`src/common/corr_defines.svh`:
```
// Constants for the binary correlator array: offsets, field positions, resets, counts.
`ifndef CORR_DEFINES_SVH
`define CORR_DEFINES_SVH

// ----------------------------------------------------------------------------
// Register byte offsets on the register bus
// ----------------------------------------------------------------------------
`define CORR_REG_CTRL          8'h00
`define CORR_REG_STATUS        8'h04
`define CORR_REG_SCORE         8'h08

// ----------------------------------------------------------------------------
// Field positions
// ----------------------------------------------------------------------------
`define CORR_CTRL_XFER_BIT     0
`define CORR_CFG_WIN8_BIT      0
`define CORR_CFG_DUAL_BIT      1
`define CORR_STAT_CFG_LSB      0
`define CORR_STAT_DELAY_LSB    8
`define CORR_STAT_OE_BIT       12
`define CORR_OFF_HI_W          5

// ----------------------------------------------------------------------------
// Reset values and counts
// ----------------------------------------------------------------------------
`define CORR_CFG_RESET         8'h00
`define CORR_OFFSET_RESET      13'h0000
`define CORR_DELAY_RESET       4'h0
`define CORR_STAGES            8
`define CORR_TAPS              32
`define CORR_SYNC_W            44
`define CORR_SYNC_RESET        44'hC00_0000_0003

`endif

```
`src/common/corr_pkg.sv`:
```
// Types shared by the correlator array files.
package corr_pkg;

  typedef logic [12:0] score_t;
  typedef logic [8:0]  aux_t;
  typedef logic [7:0]  byte_t;

  typedef enum logic [2:0] {
    DEST_MASK    = 3'h0,
    DEST_CONFIG  = 3'h1,
    DEST_OFFA_HI = 3'h2,
    DEST_OFFA_LO = 3'h3,
    DEST_DELAY   = 3'h4,
    DEST_OFFB_HI = 3'h5,
    DEST_OFFB_LO = 3'h6,
    DEST_RSVD    = 3'h7
  } ctrl_dest_t;

endpackage

```
`src/logic/corr_sync.sv`:
```
// Two-flop synchroniser for a bundle of pin inputs.
`timescale 1ns/10ps
`default_nettype none

module corr_sync #(
  parameter int          WIDTH     = 44,
  parameter logic [43:0] RESET_VAL = 44'h000_0000_0003
) (
  input  wire logic             clk,
  input  wire logic             rst_n,
  input  wire logic [WIDTH-1:0] din,
  output logic      [WIDTH-1:0] dout
);

  logic [WIDTH-1:0] meta_reg;
  logic [WIDTH-1:0] sync_reg;

  if (WIDTH < 1 || WIDTH > 44) begin : g_bad_width
    $error("corr_sync width out of range");
  end

  always_ff @(posedge clk or negedge rst_n) begin
    if (!rst_n) begin
      meta_reg <= RESET_VAL[WIDTH-1:0];
      sync_reg <= RESET_VAL[WIDTH-1:0];
    end else begin
      meta_reg <= din;
      sync_reg <= meta_reg;
    end
  end

  assign dout = sync_reg;

endmodule

`default_nettype wire

```
`src/logic/corr_stage.sv`:
```
// One correlation stage: data shift line, reference and mask preload and cell latches.
`timescale 1ns/10ps
`default_nettype none

module corr_stage #(
  parameter int TAPS    = 32,
  parameter int SCORE_W = 6
) (
  input  wire logic               clk,
  input  wire logic               rst_n,
  input  wire logic               data_in,
  input  wire logic               ref_in,
  input  wire logic               ref_shift,
  input  wire logic               mask_in,
  input  wire logic               mask_shift,
  input  wire logic               transfer,
  output logic                    data_last_next,
  output logic                    ref_last,
  output logic                    mask_last,
  output logic      [SCORE_W-1:0] score
);

  logic [TAPS-1:0]    data_reg,     data_next;
  logic [TAPS-1:0]    ref_pre_reg,  ref_pre_next;
  logic [TAPS-1:0]    mask_pre_reg, mask_pre_next;
  logic [TAPS-1:0]    ref_cell_reg, ref_cell_next;
  logic [TAPS-1:0]    mask_cell_reg, mask_cell_next;
  logic [SCORE_W-1:0] score_reg,    score_next;

  if (TAPS < 2 || (2 ** SCORE_W) <= TAPS) begin : g_bad_taps
    $error("corr_stage taps and score width do not fit");
  end

  always_comb begin
    data_next     = {data_reg[TAPS-2:0], data_in};
    ref_pre_next  = ref_shift  ? {ref_pre_reg[TAPS-2:0], ref_in}   : ref_pre_reg;
    mask_pre_next = mask_shift ? {mask_pre_reg[TAPS-2:0], mask_in} : mask_pre_reg;
    ref_cell_next  = transfer ? ref_pre_reg  : ref_cell_reg;
    mask_cell_next = transfer ? mask_pre_reg : mask_cell_reg;
    score_next = '0;
    for (int i = 0; i < TAPS; i++) begin
      score_next = score_next
                 + SCORE_W'((~(data_reg[i] ^ ref_cell_reg[i])) & mask_cell_reg[i]);
    end
  end

  always_ff @(posedge clk or negedge rst_n) begin
    if (!rst_n) begin
      data_reg      <= '0;
      ref_pre_reg   <= '0;
      mask_pre_reg  <= '0;
      ref_cell_reg  <= '0;
      mask_cell_reg <= '0;
      score_reg     <= '0;
    end else begin
      data_reg      <= data_next;
      ref_pre_reg   <= ref_pre_next;
      mask_pre_reg  <= mask_pre_next;
      ref_cell_reg  <= ref_cell_next;
      mask_cell_reg <= mask_cell_next;
      score_reg     <= score_next;
    end
  end

  assign data_last_next = data_next[TAPS-1];
  assign ref_last       = ref_pre_reg[TAPS-1];
  assign mask_last      = mask_pre_reg[TAPS-1];
  assign score          = score_reg;

endmodule

`default_nettype wire

```
`src/logic/corr_top.sv`:
```
// Binary correlator array top: pin loading, eight stages, scoring, output muxes, APB slave.
`timescale 1ns/10ps
`default_nettype none
`include "corr_defines.svh"

module corr_top #(
  parameter int STAGES = `CORR_STAGES,
  parameter int TAPS   = `CORR_TAPS
) (
  input  wire logic             pclk,
  input  wire logic             presetn,
  input  wire logic             psel,
  input  wire logic             penable,
  input  wire logic             pwrite,
  input  wire logic [7:0]       paddr,
  input  wire logic [31:0]      pwdata,
  output logic      [31:0]      prdata,
  output logic                  pready,
  output logic                  pslverr,
  input  wire corr_pkg::byte_t  ref_bus_in,
  input  wire logic             ref_load_n,
  input  wire corr_pkg::byte_t  ctrl_bus_in,
  input  wire logic             ctrl_load_n,
  input  wire logic [2:0]       ctrl_addr,
  input  wire corr_pkg::byte_t  sample_bus_in,
  input  wire corr_pkg::score_t chain_score_in,
  input  wire logic             array_transfer_n,
  input  wire logic             aux_out_en_n,
  output corr_pkg::byte_t       sample_bus_out,
  output corr_pkg::score_t      chain_score_out,
  output corr_pkg::aux_t        aux_bus_out,
  output logic                  aux_bus_oe
);

  import corr_pkg::*;

  localparam int SCORE_W = $clog2(TAPS + 1);

  if (STAGES != 8 || TAPS < 2 || TAPS > 32) begin : g_bad_geometry
    $error("corr_top supports eight stages of 2 to 32 taps");
  end

  // --------------------------------------------------------------------------
  // Pin synchronisers and strobe edges
  // --------------------------------------------------------------------------
  logic [`CORR_SYNC_W-1:0] pins_raw, pins_s;
  logic       ref_ld_s, ctrl_ld_s, xfer_n_s, oe_n_s;
  logic [2:0] addr_s;
  byte_t      ctrl_s, ref_s, sample_s;
  score_t     chain_in_s;

  assign pins_raw = {aux_out_en_n, array_transfer_n, chain_score_in, sample_bus_in,
                     ref_bus_in, ctrl_bus_in, ctrl_addr, ctrl_load_n, ref_load_n};

  corr_sync #(
    .WIDTH     (`CORR_SYNC_W),
    .RESET_VAL (`CORR_SYNC_RESET)
  ) u_sync (
    .clk   (pclk),
    .rst_n (presetn),
    .din   (pins_raw),
    .dout  (pins_s)
  );

  assign {oe_n_s, xfer_n_s, chain_in_s, sample_s, ref_s, ctrl_s, addr_s, ctrl_ld_s,
          ref_ld_s} = pins_s;

  logic ref_ld_prev_reg,  ref_ld_prev_next;
  logic ctrl_ld_prev_reg, ctrl_ld_prev_next;
  logic ref_rise, ctrl_rise;

  assign ref_rise  = ref_ld_s  & ~ref_ld_prev_reg;
  assign ctrl_rise = ctrl_ld_s & ~ctrl_ld_prev_reg;

  // --------------------------------------------------------------------------
  // Control registers loaded from the control bus
  // --------------------------------------------------------------------------
  byte_t      config_reg,   config_next;
  score_t     offset_a_reg, offset_a_next;
  score_t     offset_b_reg, offset_b_next;
  logic [3:0] delay_reg,    delay_next;
  logic       win8, dual, mask_load;
  ctrl_dest_t dest;

  assign dest      = ctrl_dest_t'(addr_s);
  assign win8      = config_reg[`CORR_CFG_WIN8_BIT];
  assign dual      = config_reg[`CORR_CFG_DUAL_BIT];
  // Mask load on control strobe edge.
  assign mask_load = ctrl_rise && (dest == DEST_MASK);

  always_comb begin
    ref_ld_prev_next  = ref_ld_s;
    ctrl_ld_prev_next = ctrl_ld_s;
    config_next   = config_reg;
    offset_a_next = offset_a_reg;
    offset_b_next = offset_b_reg;
    delay_next    = delay_reg;
    if (ctrl_rise) begin
      case (dest)
        DEST_CONFIG:  config_next = ctrl_s;
        DEST_OFFA_HI: offset_a_next[12:8] = ctrl_s[`CORR_OFF_HI_W-1:0];
        DEST_OFFA_LO: offset_a_next[7:0]  = ctrl_s;
        DEST_DELAY:   delay_next = ctrl_s[3:0];
        DEST_OFFB_HI: offset_b_next[12:8] = ctrl_s[`CORR_OFF_HI_W-1:0];
        DEST_OFFB_LO: offset_b_next[7:0]  = ctrl_s;
        default:      config_next = config_reg;
      endcase
    end
  end

  // --------------------------------------------------------------------------
  // Correlation stages
  // --------------------------------------------------------------------------
  logic [7:0]         st_data_in, st_ref_in, st_mask_in;
  logic [7:0]         st_data_last_next, st_ref_last, st_mask_last;
  logic [SCORE_W-1:0] st_score [8];
  logic               soft_xfer_reg, soft_xfer_next;
  logic               transfer;
  logic [7:0]         st_tail_reg,   st_tail_next;

  // Transfer from pin or bus pulse.
  assign transfer = ~xfer_n_s | soft_xfer_reg;

  // Registered last element feeds the next stage.
  assign st_tail_next = st_data_last_next;

  for (genvar i = 0; i < 8; i++) begin : g_stage
    if (i == 0) begin : g_first
      // First stage fed by bit 7.
      assign st_data_in[0] = sample_s[7];
      // Reference bit 7 feeds stage one.
      assign st_ref_in[0]  = ref_s[7];
      assign st_mask_in[0] = ctrl_s[7];
    end else begin : g_rest
      assign st_data_in[i] = win8 ? sample_s[7-i] : st_tail_reg[i-1];
      assign st_ref_in[i]  = win8 ? ref_s[7-i]    : st_ref_last[i-1];
      assign st_mask_in[i] = win8 ? ctrl_s[7-i]   : st_mask_last[i-1];
    end

    corr_stage #(
      .TAPS    (TAPS),
      .SCORE_W (SCORE_W)
    ) u_stage (
      .clk            (pclk),
      .rst_n          (presetn),
      .data_in        (st_data_in[i]),
      .ref_in         (st_ref_in[i]),
      .ref_shift      (ref_rise),
      .mask_in        (st_mask_in[i]),
      .mask_shift     (mask_load),
      .transfer       (transfer),
      .data_last_next (st_data_last_next[i]),
      .ref_last       (st_ref_last[i]),
      .mask_last      (st_mask_last[i]),
      .score          (st_score[i])
    );
  end

  // --------------------------------------------------------------------------
  // Scoring
  // --------------------------------------------------------------------------
  // Sums stages lo..hi; weighted mode gives the first stage the top weight.
  function automatic score_t stage_sum(input logic [SCORE_W-1:0] s [8],
                                       input logic weighted,
                                       input int lo,
                                       input int hi);
    score_t acc;
    acc = '0;
    for (int k = 0; k < 8; k++) begin
      if (k >= lo && k <= hi) begin
        if (weighted) begin
          acc = acc + (score_t'(s[k]) << (7 - k));
        end else begin
          acc = acc + score_t'(s[k]);
        end
      end
    end
    return acc;
  endfunction

  score_t sum_all, sum_a, sum_b;

  assign sum_all = stage_sum(st_score, win8, 0, 7);
  assign sum_a   = stage_sum(st_score, 1'b0, 0, 3);
  assign sum_b   = stage_sum(st_score, 1'b0, 4, 7);

  // --------------------------------------------------------------------------
  // Output registers
  // --------------------------------------------------------------------------
  byte_t  sample_out_reg, sample_out_next;
  score_t chain_out_reg,  chain_out_next;
  aux_t   aux_reg,        aux_next;
  logic   aux_oe_reg,     aux_oe_next;

  always_comb begin
    sample_out_next = '0;
    if (win8) begin
      for (int k = 0; k < 8; k++) begin
        sample_out_next[7-k] = st_data_last_next[k];
      end
    end else begin
      // Long window exits on bit 7.
      sample_out_next[7] = st_data_last_next[7];
    end
    if (dual) begin
      chain_out_next = sum_a + offset_a_reg;
      chain_out_next[12:9] = '0;
      aux_next = aux_t'(sum_b + offset_b_reg);
    end else begin
      chain_out_next = sum_all + offset_a_reg + chain_in_s;
      aux_next = '0;
      for (int k = 0; k < 8; k++) begin
        aux_next[7-k] = st_ref_last[k];
      end
    end
    aux_oe_next = ~oe_n_s;
  end

  // --------------------------------------------------------------------------
  // APB slave
  // --------------------------------------------------------------------------
  logic [31:0] prdata_reg,  prdata_next;
  logic        pready_reg,  pready_next;
  logic        pslverr_reg, pslverr_next;
  logic        setup, access, mapped;

  assign setup  = psel & ~penable;
  assign access = psel & penable & pready_reg;
  assign mapped = (paddr == `CORR_REG_CTRL) || (paddr == `CORR_REG_STATUS)
               || (paddr == `CORR_REG_SCORE);

  always_comb begin
    pready_next    = setup;
    pslverr_next   = setup & ~mapped;
    prdata_next    = '0;
    soft_xfer_next = 1'b0;
    if (setup && !pwrite) begin
      case (paddr)
        `CORR_REG_STATUS: begin
          prdata_next[`CORR_STAT_CFG_LSB +: 8]   = config_reg;
          prdata_next[`CORR_STAT_DELAY_LSB +: 4] = delay_reg;
          prdata_next[`CORR_STAT_OE_BIT]         = aux_oe_reg;
        end
        `CORR_REG_SCORE: prdata_next[12:0] = chain_out_reg;
        default:         prdata_next = '0;
      endcase
    end
    if (access && pwrite && paddr == `CORR_REG_CTRL) begin
      soft_xfer_next = pwdata[`CORR_CTRL_XFER_BIT];
    end
  end

  // --------------------------------------------------------------------------
  // State registers
  // --------------------------------------------------------------------------
  always_ff @(posedge pclk or negedge presetn) begin
    if (!presetn) begin
      ref_ld_prev_reg  <= 1'b1;
      ctrl_ld_prev_reg <= 1'b1;
      config_reg       <= `CORR_CFG_RESET;
      offset_a_reg     <= `CORR_OFFSET_RESET;
      offset_b_reg     <= `CORR_OFFSET_RESET;
      delay_reg        <= `CORR_DELAY_RESET;
      soft_xfer_reg    <= 1'b0;
      st_tail_reg      <= '0;
      sample_out_reg   <= '0;
      chain_out_reg    <= '0;
      aux_reg          <= '0;
      aux_oe_reg       <= 1'b0;
      prdata_reg       <= '0;
      pready_reg       <= 1'b0;
      pslverr_reg      <= 1'b0;
    end else begin
      ref_ld_prev_reg  <= ref_ld_prev_next;
      ctrl_ld_prev_reg <= ctrl_ld_prev_next;
      config_reg       <= config_next;
      offset_a_reg     <= offset_a_next;
      offset_b_reg     <= offset_b_next;
      delay_reg        <= delay_next;
      soft_xfer_reg    <= soft_xfer_next;
      st_tail_reg      <= st_tail_next;
      sample_out_reg   <= sample_out_next;
      chain_out_reg    <= chain_out_next;
      aux_reg          <= aux_next;
      aux_oe_reg       <= aux_oe_next;
      prdata_reg       <= prdata_next;
      pready_reg       <= pready_next;
      pslverr_reg      <= pslverr_next;
    end
  end

  assign sample_bus_out  = sample_out_reg;
  assign chain_score_out = chain_out_reg;
  assign aux_bus_out     = aux_reg;
  assign aux_bus_oe      = aux_oe_reg;
  assign prdata          = prdata_reg;
  assign pready          = pready_reg;
  assign pslverr         = pslverr_reg;

endmodule

`default_nettype wire

```
`config.mk`:
```
export PLATFORM = sky130hd
export DESIGN_NAME = corr_top
export DESIGN_NICKNAME = d
export VERILOG_FILES = /design/src/common/corr_pkg.sv /design/src/logic/corr_sync.sv /design/src/logic/corr_stage.sv /design/src/logic/corr_top.sv
export VERILOG_INCLUDE_DIRS = /design/src /design/src/common
export SDC_FILE = /design/constraint.sdc
export NUM_CORES = 2
export LEC_CHECK = 0
export ABC_AREA = 1
export BUFFER_PORTS_ARGS = -buffer_cell sky130_fd_sc_hd__buf_2
export CORE_MARGIN = 10
export CORE_UTILIZATION = 50
export DETAILED_ROUTE_END_ITERATION = 8
export PLACE_DENSITY = 0.72
export SLEW_MARGIN = 10
export SYNTH_ARGS = -nofsm -noshare
export SYNTH_HDL_FRONTEND = slang
export SYNTH_HIERARCHICAL = 1
export SYNTH_SLANG_ARGS = --single-unit
```
`constraint.sdc`:
```
create_clock -name pclk -period 11.7 [get_ports pclk]
set_input_delay 1.17 -clock pclk [delete_from_list [all_inputs] [get_ports pclk]]
set_output_delay 1.17 -clock pclk [all_outputs]
set_load 0.03 [all_outputs]
```
==> impl_metrics.json <==
{
  "critPathMostFrequentCell": "nand2_1",
  "cts_root_buf": "clkbuf_16",
  "layout-drive-gt1-share_pct": 7.42,
  "dp_hpwl_um": 95400,
  "hp-start": "u_sync/meta_reg[36]",
  "slew_violations": 0,
  "start_util_pct": 50.4,
  "clkLatencyLatePin_ns": 0.80,
  "worst_setup_path_start_kind": "flip-flop",
  "crit_start": "config_reg[0]",
  "cts_resized": 0,
  "clkTransAtPathRegs_ns": 0.06,
  "wirelength_um": 140000,
  "cp.required_ns": 12.37,
  "cts_sinks": 1506,
  "drt-met1-wl_um": 64800,
  "seq_area_frac_synth_pct": 56.0,
  "grt_pass1_wl_um": 233000,
  "final_common_cell": "dfrtp_1",
  "ys_ff_latch": 1506,
  "hold_class": "flip-flop to flip-flop",
  "clk_path_buf_depth": 3,
  "setup_viol": 0,
  "status": "completed",
  "num_vias": 44300,
  "route.detailed.drc": 0,
  "synth_top_cell_by_area": "dfrtp_1",
  "async_reset_ff_share_pct": 100,
  "antenna_found_initial": 8,
  "final_nets": 7420,
  "grt_start_max_net_pins": 243,
  "die-area_mm2": 0.150,
  "critPathKind": "flip-flop to flip-flop",
  "cts_max_level": 4,
  "die_width_um": 387,
  "worstSetupEndpointType": "flip-flop",
  "synthToLayoutAreaGrowth_pct": 10.1,
  "gr-total-overflow": 0,
  "top_layer_used": "met5",
  "wl_met2_um": 65000,
  "synthFlopType": "dfrtp_1",
  "critical_path_peak_fanout": 54,
  "numCtsBuffers": 151,
  "synth.distinct_cells": 50,
  "avgViaCountPerCell": 5.03,
  "drt_iter0_drc": 3582,
  "yosysWarnings": 6,
  "cts_hold_buf": 0,
  "final_hold_viol_count": 0,
  "cpMaxStageDelayCell": "dfrtp_4",
  "synth_top_area_share_pct": 55.6,
  "cp.arrival_ns": 10.90,
  "fin_tns_setup_ns": 0,
  "track_usage_pct": 18.9,
  "rsz0062_at_grt": "no",
  "die_y_um": 387,
  "synth_edf_count": 0,
  "syn_area_per_cell_um2": 9.79,
  "core_area_mm2": 0.134,
  "wire_per_inst_um": 15.9,
  "tightest_slew_ns": 1.45,
  "place_congestion": 0.911,
  "antenna_left": 0,
  "period_share_pct": 87.4,
  "wl_met3_um": 7820,
  "pin_count": 154,
  "min_period_ns": 10.23,
  "port-buffer-count": 103,
  "grt_pass1_vias": 44400,
  "cts_tree": "yes",
  "max_freq_ghz": 0.0978,
  "netlist_instances": 6874,
  "mostFrequentLayoutCells": "dfrtp_1 (1495), inv_1 (1142), nand2_1 (1053)",
  "first_pass_iters": 5,
  "r2r-start": "config_reg[0]",
  "skew_ns": 0.0466,
  "drv_cap": 0,
  "cpPeakStageDelay_ns": 0.67,
  "cts_setup_buffers": 0,
  "fp-row-count": 134,
  "synth.cell_area_mm2": 0.0673,
  "slew_headroom_pct": 3.45,
  "synthTopCellsByArea": "dfrtp_1 (56%), fa_1 (7.6%), o21ai_0 (7.4%)"
}
## per-stage QoR
stage / hold slack (ns) / std cells / instance area (µm²) / setup WS (ns) / utilization [%]
global route: 0.349 / 8793 / 74100 / 0.328 / 55.4
floorplan: 0.331 / 6892 / 67400 / 2.02 / -
detailed placement: 0.335 / 8522 / 68900 / 1.63 / 51.6
finish: 0.344 / 8795 / 74100 / 1.47 / 55.5
global placement: 0.331 / 8522 / 68900 / 1.74 / 51.6
CTS: 0.347 / 8793 / 74100 / 1.58 / 55.4
## path summary, 6_finish.rpt
check,to,slack (ns),depth (start not counted)
max in group asynchronous,g_stage[7].u_stage/mask_pre_reg[0],8.90,3
setup reg to reg,chain_score_out[12],1.47,53
min in group asynchronous,g_stage[5].u_stage/mask_pre_reg[18],0.37,1
hold / removal,u_sync/dout[36],0.34,0
hold reg to reg,u_sync/dout[36],0.34,0
setup / recovery,chain_score_out[12],1.47,53
## metal layers
layer,vias to the layer above,global-route usage [%]
met2,823,30.0
met5,-,0
met4,4,4.42
met3,179,3.98
li1,21700,-
met1,21600,26.7
## Yosys cell counts, types with 2 or more instances
| library cell | number |
|---|---|
| and2_1 | 6 |
| clkbuf_1 | 28 |
| buf_6 | 32 |
| o21ai_2 | 16 |
| nand3_2 | 6 |
| xnor2_1 | 18 |
| nand2_4 | 5 |
| nor2_1 | 511 |
| buf_2 | 147 |
| nor3_1 | 7 |
| a21oi_1 | 623 |
| inv_2 | 5 |
| a211oi_1 | 3 |
| fa_1 | 256 |
| xor2_1 | 31 |
| o21ai_0 | 994 |
| nand2_1 | 1054 |
| dfstp_2 | 10 |
| nor2_2 | 3 |
| o21ai_1 | 9 |
| nor3_2 | 2 |
| nand2_2 | 7 |
| or3_1 | 2 |
| inv_1 | 1142 |
| or2_1 | 2 |
| dfrtp_1 | 1496 |
| buf_1 | 5 |
| a21oi_2 | 80 |
| o32ai_1 | 2 |
| ha_1 | 168 |
| o22ai_1 | 6 |
| a21boi_0 | 4 |
| nand3_1 | 98 |
| o31ai_1 | 9 |
| nor4_1 | 3 |
| clkbuf_2 | 8 |
| nand3b_1 | 3 |
| nand4_1 | 7 |
| a31oi_1 | 2 |
| buf_4 | 51 |
| or2_2 | 4 |
## critical path: cells and delay by family (launching register included)
family	cells	cell delay [ns]
buffers and inverters	5	1.20
XOR/XNOR	3	0.48
adder cells (fa/ha/maj)	8	2.79
flip-flops	1	0.67
AND/OR/NAND/NOR	23	2.33
AO/OA/AOI/OAI	14	2.63
## final cells by class
class | count | area (µm²)
Fill cell | 11400 | 59500
Sequential cell | 1506 | 37700
Multi-Input combinational cell | 3967 | 23800
Inverter | 1148 | 4310
Clock buffer | 209 | 4300
Tap cell | 1768 | 2210
Timing Repair Buffer | 133 | 906
Clock inverter | 62 | 902
Antenna cell | 2 | 5.00
## cell families after synthesis
| group | after synthesis | synth area share (%) |
|---|---|---|
| simple gates | 1722 | 10.1 |
| other cells | 1 | 0.00557 |
| buf+inv | 1419 | 8.84 |
| compound gates | 1752 | 13.7 |
| fa+ha+maj | 424 | 10.7 |
| flops | 1506 | 56.0 |
| mux | 1 | 0.0149 |
| xor+xnor | 49 | 0.638 |
Power is not shown: default switching activity piles up to over one toggle a cycle in this logic, so the estimate is an artifact.
